[config.mk]
export PLATFORM = sky130hd
export DESIGN_NAME = otpp_programmer
export DESIGN_NICKNAME = d
export VERILOG_FILES = /design/src/otpp_pkg.sv /design/src/otpp_sync.sv /design/src/otpp_timer.sv /design/src/otpp_programmer.sv
export SDC_FILE = /design/constraint.sdc
export NUM_CORES = 1
export LEC_CHECK = 0
export BUFFER_PORTS_ARGS = -buffer_cell sky130_fd_sc_hd__buf_2
export CAP_MARGIN = 25
export CORE_MARGIN = 2
export CORE_UTILIZATION = 35
export CTS_CLUSTER_SIZE = 40
export DETAILED_ROUTE_END_ITERATION = 7
export PLACE_DENSITY = 0.52
export SETUP_SLACK_MARGIN = 0.4
export SLEW_MARGIN = 5
export SYNTH_ARGS = -nofsm -noshare
export SYNTH_HDL_FRONTEND = slang
export SYNTH_HIERARCHICAL = 1
export SYNTH_SLANG_ARGS = --single-unit
[constraint.sdc]
create_clock -name mclk -period 4.7 [get_ports mclk]
set_input_delay 0.47 -clock mclk [delete_from_list [all_inputs] [get_ports mclk]]
set_output_delay 0.47 -clock mclk [all_outputs]
set_load 0.02 [all_outputs]
[src/otpp_pkg.sv]
// Constants, timing counts and enumerations for the fuse-memory programmer.
package otpp_pkg;
    // Clock and word geometry.
    localparam int CLK_PERIOD_NS = 4;
    localparam int WORD_BITS = 70;
    localparam int IDX_W = 7;
    localparam int TMR_W = 12;
    localparam logic [IDX_W-1:0] LAST_IDX = 7'h45;
    localparam logic [IDX_W-1:0] WORD_BITS_IDX = 7'h46;

    // Printed times and frequencies, in their own units.
    localparam int TW_MAX_FREQ_KHZ = 50;
    localparam int BURN_MAX_FREQ_KHZ = 100;
    localparam int READ_MAX_FREQ_KHZ = 100;
    localparam int BURN_PULSE_NS = 1000;
    localparam int BURN_PULSE_TOL_NS = 200;
    localparam int BURN_PRE_NS = 1000;
    localparam int BURN_POST_NS = 1000;
    localparam int SETUP_NS = 100;
    localparam int READ_GAP_NS = 100;

    // A least time rounds up to whole clock cycles.
    function automatic int cyc_ceil(input int ns);
        return (ns + CLK_PERIOD_NS - 1) / CLK_PERIOD_NS;
    endfunction

    // Half periods of the serial clock and other pin timings in cycles; a maximum frequency is a least half period.
    localparam int TW_HALF_CYC = cyc_ceil(1000000 / TW_MAX_FREQ_KHZ / 2);
    localparam int BURN_HALF_CYC = cyc_ceil(1000000 / BURN_MAX_FREQ_KHZ / 2);
    localparam int READ_HALF_CYC = cyc_ceil(1000000 / READ_MAX_FREQ_KHZ / 2);
    localparam int BURN_PULSE_CYC = BURN_PULSE_NS / CLK_PERIOD_NS;
    localparam int BURN_PULSE_TOL_CYC = BURN_PULSE_TOL_NS / CLK_PERIOD_NS;
    localparam int BURN_PRE_CYC = cyc_ceil(BURN_PRE_NS);
    localparam int BURN_POST_CYC = cyc_ceil(BURN_POST_NS);
    localparam int SETUP_CYC = cyc_ceil(SETUP_NS);
    localparam int READ_GAP_CYC = cyc_ceil(READ_GAP_NS) + 1;

    // Cut a cycle count to the timer width.
    function automatic logic [TMR_W-1:0] tcnt(input int c);
        return c[TMR_W-1:0];
    endfunction

    // Procedures the user may request.
    typedef enum logic [1:0] {
        OP_TESTWRITE = 2'h0,
        OP_BURN = 2'h1,
        OP_READ = 2'h2
    } otpp_op_e;

    // Sequencer states.
    typedef enum logic [3:0] {
        ST_IDLE = 4'h0,
        ST_SEL_FALL = 4'h1,
        ST_SEL_CLK = 4'h2,
        ST_SEL_RISE = 4'h3,
        ST_TW_LO = 4'h4,
        ST_TW_HI = 4'h5,
        ST_BU_HI = 4'h6,
        ST_BU_PULSE = 4'h7,
        ST_BU_LO = 4'h8,
        ST_RD_LO = 4'h9,
        ST_RD_HI = 4'hA,
        ST_EX_FALL = 4'hB,
        ST_EX_RISE = 4'hC,
        ST_FINISH = 4'hD
    } otpp_state_e;
endpackage

[src/otpp_sync.sv]
// Two-flop synchroniser for a level arriving from outside the clock domain.
module otpp_sync (
    // Clock and reset.
    input wire logic mclk,
    input wire logic arst_n,
    // Asynchronous level and its synchronised copy.
    input wire logic d,
    output logic q
);
    import otpp_pkg::*;

    logic meta;

    // The first stage feeds only the second stage.
    always_ff @(posedge mclk or negedge arst_n) begin
        if (!arst_n) begin
            meta <= 1'h0;
            q <= 1'h0;
        end else begin
            meta <= d;
            q <= meta;
        end
    end
endmodule

[src/otpp_timer.sv]
// Loadable down-counter that paces every pin phase of the sequencer.
module otpp_timer (
    // Clock and reset.
    input wire logic mclk,
    input wire logic arst_n,
    // Load request with a cycle count of at least one.
    input wire logic load,
    input wire logic [otpp_pkg::TMR_W-1:0] load_val,
    // High once the loaded number of cycles has passed.
    output logic expired
);
    import otpp_pkg::*;

    logic [TMR_W-1:0] cnt;

    // Expiry does not look at load, so the caller may reload on expiry without a loop.
    assign expired = (cnt == '0);

    // Count down to zero and rest there.
    always_ff @(posedge mclk or negedge arst_n) begin
        if (!arst_n) begin
            cnt <= '0;
        end else if (load) begin
            cnt <= load_val - 1'h1;
        end else if (cnt != '0) begin
            cnt <= cnt - 1'h1;
        end
    end
endmodule

[src/otpp_programmer.sv]
// Calibration programmer that drives the fuse memory port: trial load, burn and read.
module otpp_programmer (
    // Clock and reset.
    input wire logic mclk,
    input wire logic arst_n,
    // Command from the user side.
    input wire logic start,
    input wire otpp_pkg::otpp_op_e op,
    input wire logic [otpp_pkg::WORD_BITS-1:0] word_in,
    // Status and read result.
    output logic busy,
    output logic done,
    output logic [otpp_pkg::WORD_BITS-1:0] rd_word,
    // Device pins.
    output logic mode_strobe_pin,
    output logic serial_clock_pin,
    output logic program_data_pin,
    input wire logic cal_pin
);
    import otpp_pkg::*;

    otpp_state_e state, next_state;
    otpp_op_e op_q, next_op;
    logic [WORD_BITS-1:0] word_q, next_word, next_rd;
    logic [IDX_W-1:0] idx, next_idx;
    logic strobe, next_strobe, sclk, next_sclk, data, next_data, next_done;
    logic tmr_load, tmr_exp, cal_s;
    logic [TMR_W-1:0] tmr_val;

    // The read output is an asynchronous pin and is synchronised first.
    otpp_sync u_cal_sync (
        .mclk(mclk),
        .arst_n(arst_n),
        .d(cal_pin),
        .q(cal_s)
    );

    // One timer paces all phases; one expiry can change two pins, as clock and strobe in ST_BU_HI.
    otpp_timer u_timer (
        .mclk(mclk),
        .arst_n(arst_n),
        .load(tmr_load),
        .load_val(tmr_val),
        .expired(tmr_exp)
    );

    // Decoding used by the sequencer.
    wire logic start_ok = start && (op != 2'h3);
    wire logic idx_last = (idx == '0);
    wire logic [IDX_W-1:0] idx_dec = idx - 1'h1;
    wire logic cur_bit = word_q[idx];
    wire logic next_tw_bit = ~word_q[idx_dec];

    // Outputs come from registers; busy is a handshake level.
    assign busy = (state != ST_IDLE);
    assign mode_strobe_pin = strobe;
    assign serial_clock_pin = sclk;
    assign program_data_pin = data;

    // Sequencer: actions outside ST_IDLE and ST_FINISH happen on timer expiry, and all but ST_EX_RISE reload the timer.
    always_comb begin
        next_state = state;
        next_op = op_q;
        next_word = word_q;
        next_rd = rd_word;
        next_idx = idx;
        next_strobe = strobe;
        next_sclk = sclk;
        next_data = data;
        next_done = 1'h0;
        tmr_load = 1'h0;
        tmr_val = tcnt(SETUP_CYC);
        case (state)
            ST_IDLE: begin
                if (start_ok) begin
                    next_op = op;
                    next_word = {word_in[WORD_BITS-1:1], 1'h1};
                    next_sclk = (op == OP_BURN);
                    next_data = 1'h0;
                    tmr_load = 1'h1;
                    next_state = ST_SEL_FALL;
                end
            end
            ST_SEL_FALL: begin
                if (tmr_exp) begin
                    next_strobe = 1'h0;
                    tmr_load = 1'h1;
                    next_state = ST_SEL_CLK;
                end
            end
            ST_SEL_CLK: begin
                if (tmr_exp) begin
                    next_sclk = (op_q == OP_READ);
                    tmr_val = tcnt(READ_GAP_CYC);
                    tmr_load = 1'h1;
                    next_state = ST_SEL_RISE;
                end
            end
            ST_SEL_RISE: begin
                if (tmr_exp) begin
                    next_strobe = 1'h1;
                    next_idx = LAST_IDX;
                    tmr_load = 1'h1;
                    case (op_q)
                        OP_TESTWRITE: begin
                            next_data = ~word_q[LAST_IDX];
                            tmr_val = tcnt(TW_HALF_CYC);
                            next_state = ST_TW_LO;
                        end
                        OP_BURN: begin
                            tmr_val = tcnt(BURN_HALF_CYC);
                            next_state = ST_BU_HI;
                        end
                        default: begin
                            // The clock stays high across the strobe rise, or the part sees trial load.
                            tmr_val = tcnt(READ_HALF_CYC);
                            next_state = ST_RD_LO;
                        end
                    endcase
                end
            end
            ST_TW_LO: begin
                if (tmr_exp) begin
                    next_sclk = 1'h1;
                    tmr_val = tcnt(TW_HALF_CYC);
                    tmr_load = 1'h1;
                    next_state = ST_TW_HI;
                end
            end
            ST_TW_HI: begin
                if (tmr_exp) begin
                    next_sclk = 1'h0;
                    tmr_val = tcnt(TW_HALF_CYC);
                    tmr_load = 1'h1;
                    if (idx_last) begin
                        next_state = ST_FINISH;
                    end else begin
                        next_idx = idx_dec;
                        next_data = next_tw_bit;
                        next_state = ST_TW_LO;
                    end
                end
            end
            ST_BU_HI: begin
                if (tmr_exp) begin
                    next_sclk = 1'h0;
                    tmr_load = 1'h1;
                    if (cur_bit) begin
                        next_strobe = 1'h0;
                        tmr_val = tcnt(BURN_PULSE_CYC);
                        next_state = ST_BU_PULSE;
                    end else begin
                        tmr_val = tcnt(BURN_HALF_CYC);
                        next_state = ST_BU_LO;
                    end
                end
            end
            ST_BU_PULSE: begin
                if (tmr_exp) begin
                    next_strobe = 1'h1;
                    tmr_val = tcnt(BURN_HALF_CYC);
                    tmr_load = 1'h1;
                    next_state = ST_BU_LO;
                end
            end
            ST_BU_LO: begin
                if (tmr_exp) begin
                    tmr_load = 1'h1;
                    if (idx_last) begin
                        // A burn leaves inverted data inside, so a read is chained on.
                        next_op = OP_READ;
                        next_state = ST_SEL_FALL;
                    end else begin
                        next_sclk = 1'h1;
                        next_idx = idx_dec;
                        tmr_val = tcnt(BURN_HALF_CYC);
                        next_state = ST_BU_HI;
                    end
                end
            end
            ST_RD_LO: begin
                if (tmr_exp) begin
                    tmr_val = tcnt(READ_HALF_CYC);
                    tmr_load = 1'h1;
                    if (sclk) begin
                        // Read select leaves the clock high; it drops one phase later.
                        next_sclk = 1'h0;
                    end else begin
                        next_sclk = 1'h1;
                        next_state = ST_RD_HI;
                    end
                end
            end
            ST_RD_HI: begin
                if (tmr_exp) begin
                    // Sampling at the end of the high phase leaves the pin ample settle time.
                    next_rd[idx] = ~cal_s;
                    next_sclk = 1'h0;
                    tmr_val = tcnt(READ_HALF_CYC);
                    tmr_load = 1'h1;
                    if (idx_last) begin
                        next_state = ST_EX_FALL;
                    end else begin
                        next_idx = idx_dec;
                        next_state = ST_RD_LO;
                    end
                end
            end
            ST_EX_FALL: begin
                if (tmr_exp) begin
                    next_strobe = 1'h0;
                    tmr_load = 1'h1;
                    next_state = ST_EX_RISE;
                end
            end
            ST_EX_RISE: begin
                if (tmr_exp) begin
                    next_strobe = 1'h1;
                    next_state = ST_FINISH;
                end
            end
            ST_FINISH: begin
                next_done = 1'h1;
                next_state = ST_IDLE;
            end
            default: begin
                next_state = ST_IDLE;
            end
        endcase
    end

    // Sequencer and pin registers; strobe idles high, clock and data low.
    always_ff @(posedge mclk or negedge arst_n) begin
        if (!arst_n) begin
            state <= ST_IDLE;
            op_q <= OP_TESTWRITE;
            word_q <= '0;
            rd_word <= '0;
            idx <= '0;
            strobe <= 1'h1;
            sclk <= 1'h0;
            data <= 1'h0;
            done <= 1'h0;
        end else begin
            state <= next_state;
            op_q <= next_op;
            word_q <= next_word;
            rd_word <= next_rd;
            idx <= next_idx;
            strobe <= next_strobe;
            sclk <= next_sclk;
            data <= next_data;
            done <= next_done;
        end
    end

    // Checking helpers: run lengths and edge ages of the driven pins.
    logic sclk_d;
    logic [TMR_W-1:0] strobe_lo_run, clk_hi_run, clk_lo_run, clk_rise_age, strobe_rise_age;
    logic [IDX_W-1:0] edge_cnt;

    function automatic logic [TMR_W-1:0] sat_inc(input logic [TMR_W-1:0] v);
        return (v == '1) ? v : v + 1'h1;
    endfunction

    always_ff @(posedge mclk or negedge arst_n) begin
        if (!arst_n) begin
            sclk_d <= 1'h0;
            strobe_lo_run <= '0;
            clk_hi_run <= '0;
            clk_lo_run <= '0;
            clk_rise_age <= '1;
            strobe_rise_age <= '1;
            edge_cnt <= '0;
        end else begin
            sclk_d <= sclk;
            strobe_lo_run <= strobe ? '0 : sat_inc(strobe_lo_run);
            clk_hi_run <= sclk ? sat_inc(clk_hi_run) : '0;
            clk_lo_run <= sclk ? '0 : sat_inc(clk_lo_run);
            clk_rise_age <= (sclk && !sclk_d) ? 12'h001 : sat_inc(clk_rise_age);
            strobe_rise_age <= (strobe && strobe_lo_run != '0) ?
                12'h001 : sat_inc(strobe_rise_age);
            edge_cnt <= (state == ST_IDLE) ? '0 :
                ((sclk && !sclk_d) ? edge_cnt + 1'h1 : edge_cnt);
        end
    end
endmodule

==> summary.md <==
| Metric | Value |
|---|---|
| P&R area growth vs syn | 18.7% |
| Count of cell types in the netlist | 78 |
| Via-per-instance ratio | ~5.3 |
| Largest net degree at the start of global routing | 92 |
| Main area contributors after synthesis | dfrtp_1 (46%), nand2_1 (10%), o31ai_1 (6.2%) |
| Crit Path Category | register to register |
| First-pass GRT wire length | roughly 42000 um |
| Final-layout fill cell count | approximately 2600 |
| Hpwl dp | 17800 um |
| Worst Skew | approximately 16 ps |
| Status | finished clean |
| Worst slew margin | 33.9% |
| Num CTS Buffers | 17 |
| WL/cell | around 18 um |
| Final Max Slew Viols | 0 |
| Drt pass-1 iters | 5 |
| Placement Cell Area | ~10000 sq um |
| Site row count | 59 |
| DRT iter0 DRCs | 626 |
| DRC | 0 |
| Maximum VDD drop | ~0.18 mV |
| Clock Path Buffers | 2 |
| Actual slew at the worst max-slew pin | 985 ps |
| Clock root buffer | clkbuf_16 |
| Fin. Hold Viols | 0 |
| Die span in x | about 170 um |
| Final number of setup-violating endpoints | 0 |
| Reg clk slew, reported paths | about 80 ps |
| Leak | just over 5 nW |
| CP required | roughly 5000 ps |
| Post-CTS Resized | 0 |
| Setup slack, reg-to-reg | ~740 ps |
| Placed insts | 1416 |
| Ports | roughly 150 |
| Core ar. | around 26000 sq um |
| Register area share after synthesis | a little under half |
| Nets | approximately 1200 |
| CTS tree | done |
| Critical path launch point type | register |
| FFs w/ async S/R, synth | 100% |
| Synthesized area | 9190 sq um |
| Pwr dens | between 200 and 300 nW/um^2 |
| Post-route minimum period | just under 4000 ps |
| Placer Congestion | slightly below 0.9 |
| Total track usage | a little under a fifth |
| Sum Neg Setup Slack | 0 ps |
| Period utilization | 84.2% |
| PnR worst setup slack | around 740 ps |
| Hold Buf Count CTS | 0 |
| Post-Route WL | around 26000 um |
| Seq cells post-synth | between 150 and 200 |
| Pre-CTS setup slack | between 700 and 800 ps |
| Most numerous cell in the Yosys netlist | nand2_1 |
| Initial core utilization | between 30% and 40% |
| Final antenna-violating net count | 0 |
| Min-Delay Path Class | input port to asynchronous set/reset pin |
| Synthesized area per cell | 9.39 sq um |
| Max cap viols | 0 |
| Clk_lat worst skew | roughly 440 ps |
| GRT overflow | 0 |
| Post-layout instance area | approximately 11000 sq um |
| Synth warn | 6 |
| Critical path capture point type | register |
| Crit Path Max Fanout | 43 |
| Post-route insts no fill | 1449 |
| Mapped Cells | around 980 |
| Fmax | between 0.2 and 0.3 GHz |
| Top cells by count, synth | nand2_1 (250), dfrtp_1 (170), o21ai_0 (98) |
| Initial antenna violation count | 1 |
| Share of the synthesized area in the top cell type | a little under half |
| RSZ-0062 raised after global routing | false |
| Port-buffer cells | 149 |
| DR vias | about 7600 |
| Vias in the first global route | between 7000 and 8000 |
| Ys flop type | dfrtp_1 |
| Number of synthesized flops with an enable pin | 0 |
| Worst path arrival time | 4310 ps |
| Overall die area | 27600 sq um |
| Chip height | 166 um |
| Post-CTS setup buffers | 0 |
| CTS sink cnt | roughly 170 |
| Layout cell share with drive strength beyond 1 | a little under a quarter |
| CTS H-tree lvls | 4 |
| Synth area leader | dfrtp_1 |
==> final timing paths <==
kind	depth (start not counted)	startpoint	end
max reg2reg	11	idx[0]	u_timer/cnt[10]
min in group mclk	1	cal_pin	u_cal_sync/meta
min	1	arst_n	u_timer/cnt[11]
max	11	idx[0]	u_timer/cnt[10]
min reg2reg	0	u_cal_sync/meta	u_cal_sync/q
max in group asynchronous	2	arst_n	word_q[7]
==> registers in the layout, indices dropped and copies added (netlist names) <==
name / flops
idx: 7
program_data_pin: 1
state: 4
word_q: 70
u_cal_sync/meta: 1
u_cal_sync/q: 1
serial_clock_pin: 1
done: 1
u_timer/cnt: 12
mode_strobe_pin: 1
op_q: 2
rd_word: 70
==> per-layer routing <==
metal  track usage [%]  share of wire, %
met1              26.6                47
met2              30.1                47
met3              2.79               3.6
met4              5.56               1.9
met5                 0                 0
==> cell families after synthesis <==
family	Yosys count	share of synthesized area, %
DFF	171	46.6
adders and majority gates	2	0.272
buffers and inverters	82	3.83
and+or+nand+nor	389	19.2
xor gates and xnor gates	16	1.53
other	1	0.0408
muxes	55	9.73
AOI/OAI and AO/OA	262	18.8
==> area by class of cell <==
type / instances / area, sq um / share of cell area, %
multi-input combinational: 726 / 4580 / 42.0
sequential: 171 / 4280 / 39.3
timing repair buffer: 174 / 952 / 8.73
clock buffer: 17 / 425 / 3.90
tap: 335 / 419 / 3.84
clock inverter: 15 / 208 / 1.90
inverter: 10 / 37.5 / 0.344
antenna: 1 / 2.50 / 0.0230
==> critical path, stage by stage, from the launching register on <==
cell,delay (ps)
dfrtp_2,570
buf_12,290
inv_1,150
a221o_1,280
a221o_1,350
a311oi_2,410
nand2_1,210
a21bo_2,290
or3b_4,430
a22oi_1,240
nor4bb_1,390
mux2i_1,240
==> layout by cell type (no fill, tap or decap), types with 3 or more instances in the layout <==
master     instances
clkbuf_16         17
o22ai_1            3
nand3_1           15
nor3b_1            4
xnor2_1           11
o21ai_0           98
a221o_1            4
a22oi_1            5
inv_1              9
inv_6              3
nand4_1            7
nor2_1            34
a21oi_1           24
clkinv_8           7
and3b_1            5
a32oi_1            4
o31ai_1           76
inv_12             3
mux2_2             7
a21boi_0           3
mux4_2            24
buf_4             24
a21o_1             3
nand2b_1           8
a31oi_1            5
and3_1             5
a22o_1             5
nor2b_1           13
o211ai_1           4
or3_1             10
xor2_1             5
nor3_1            13
mux2i_1           21
buf_2            148
o221ai_1           3
dfrtp_1          168
nand2_1          250
or2_2              4
==> power by group <==
part	switching, mW	internal [mW]	leakage, nW
registers	0.00122	1.47	2.33
logic	0.0505	0.0266	2.56
clock network	0.740	0.738	0.299
==> stage by stage <==
step | hold WS (ps) | power, mW | utilization (%)
2_1_floorplan | 174 | 1.52 | -
3_3_place_gp | 334 | 1.58 | 39.6
3_5_place_dp | 346 | 1.58 | 39.6
4_1_cts | 117 | 3.08 | 42.0
5_1_grt | 120 | 3.15 | 42.1
6_report | 126 | 3.03 | 42.1
Power figures use the tool's default switching activity.
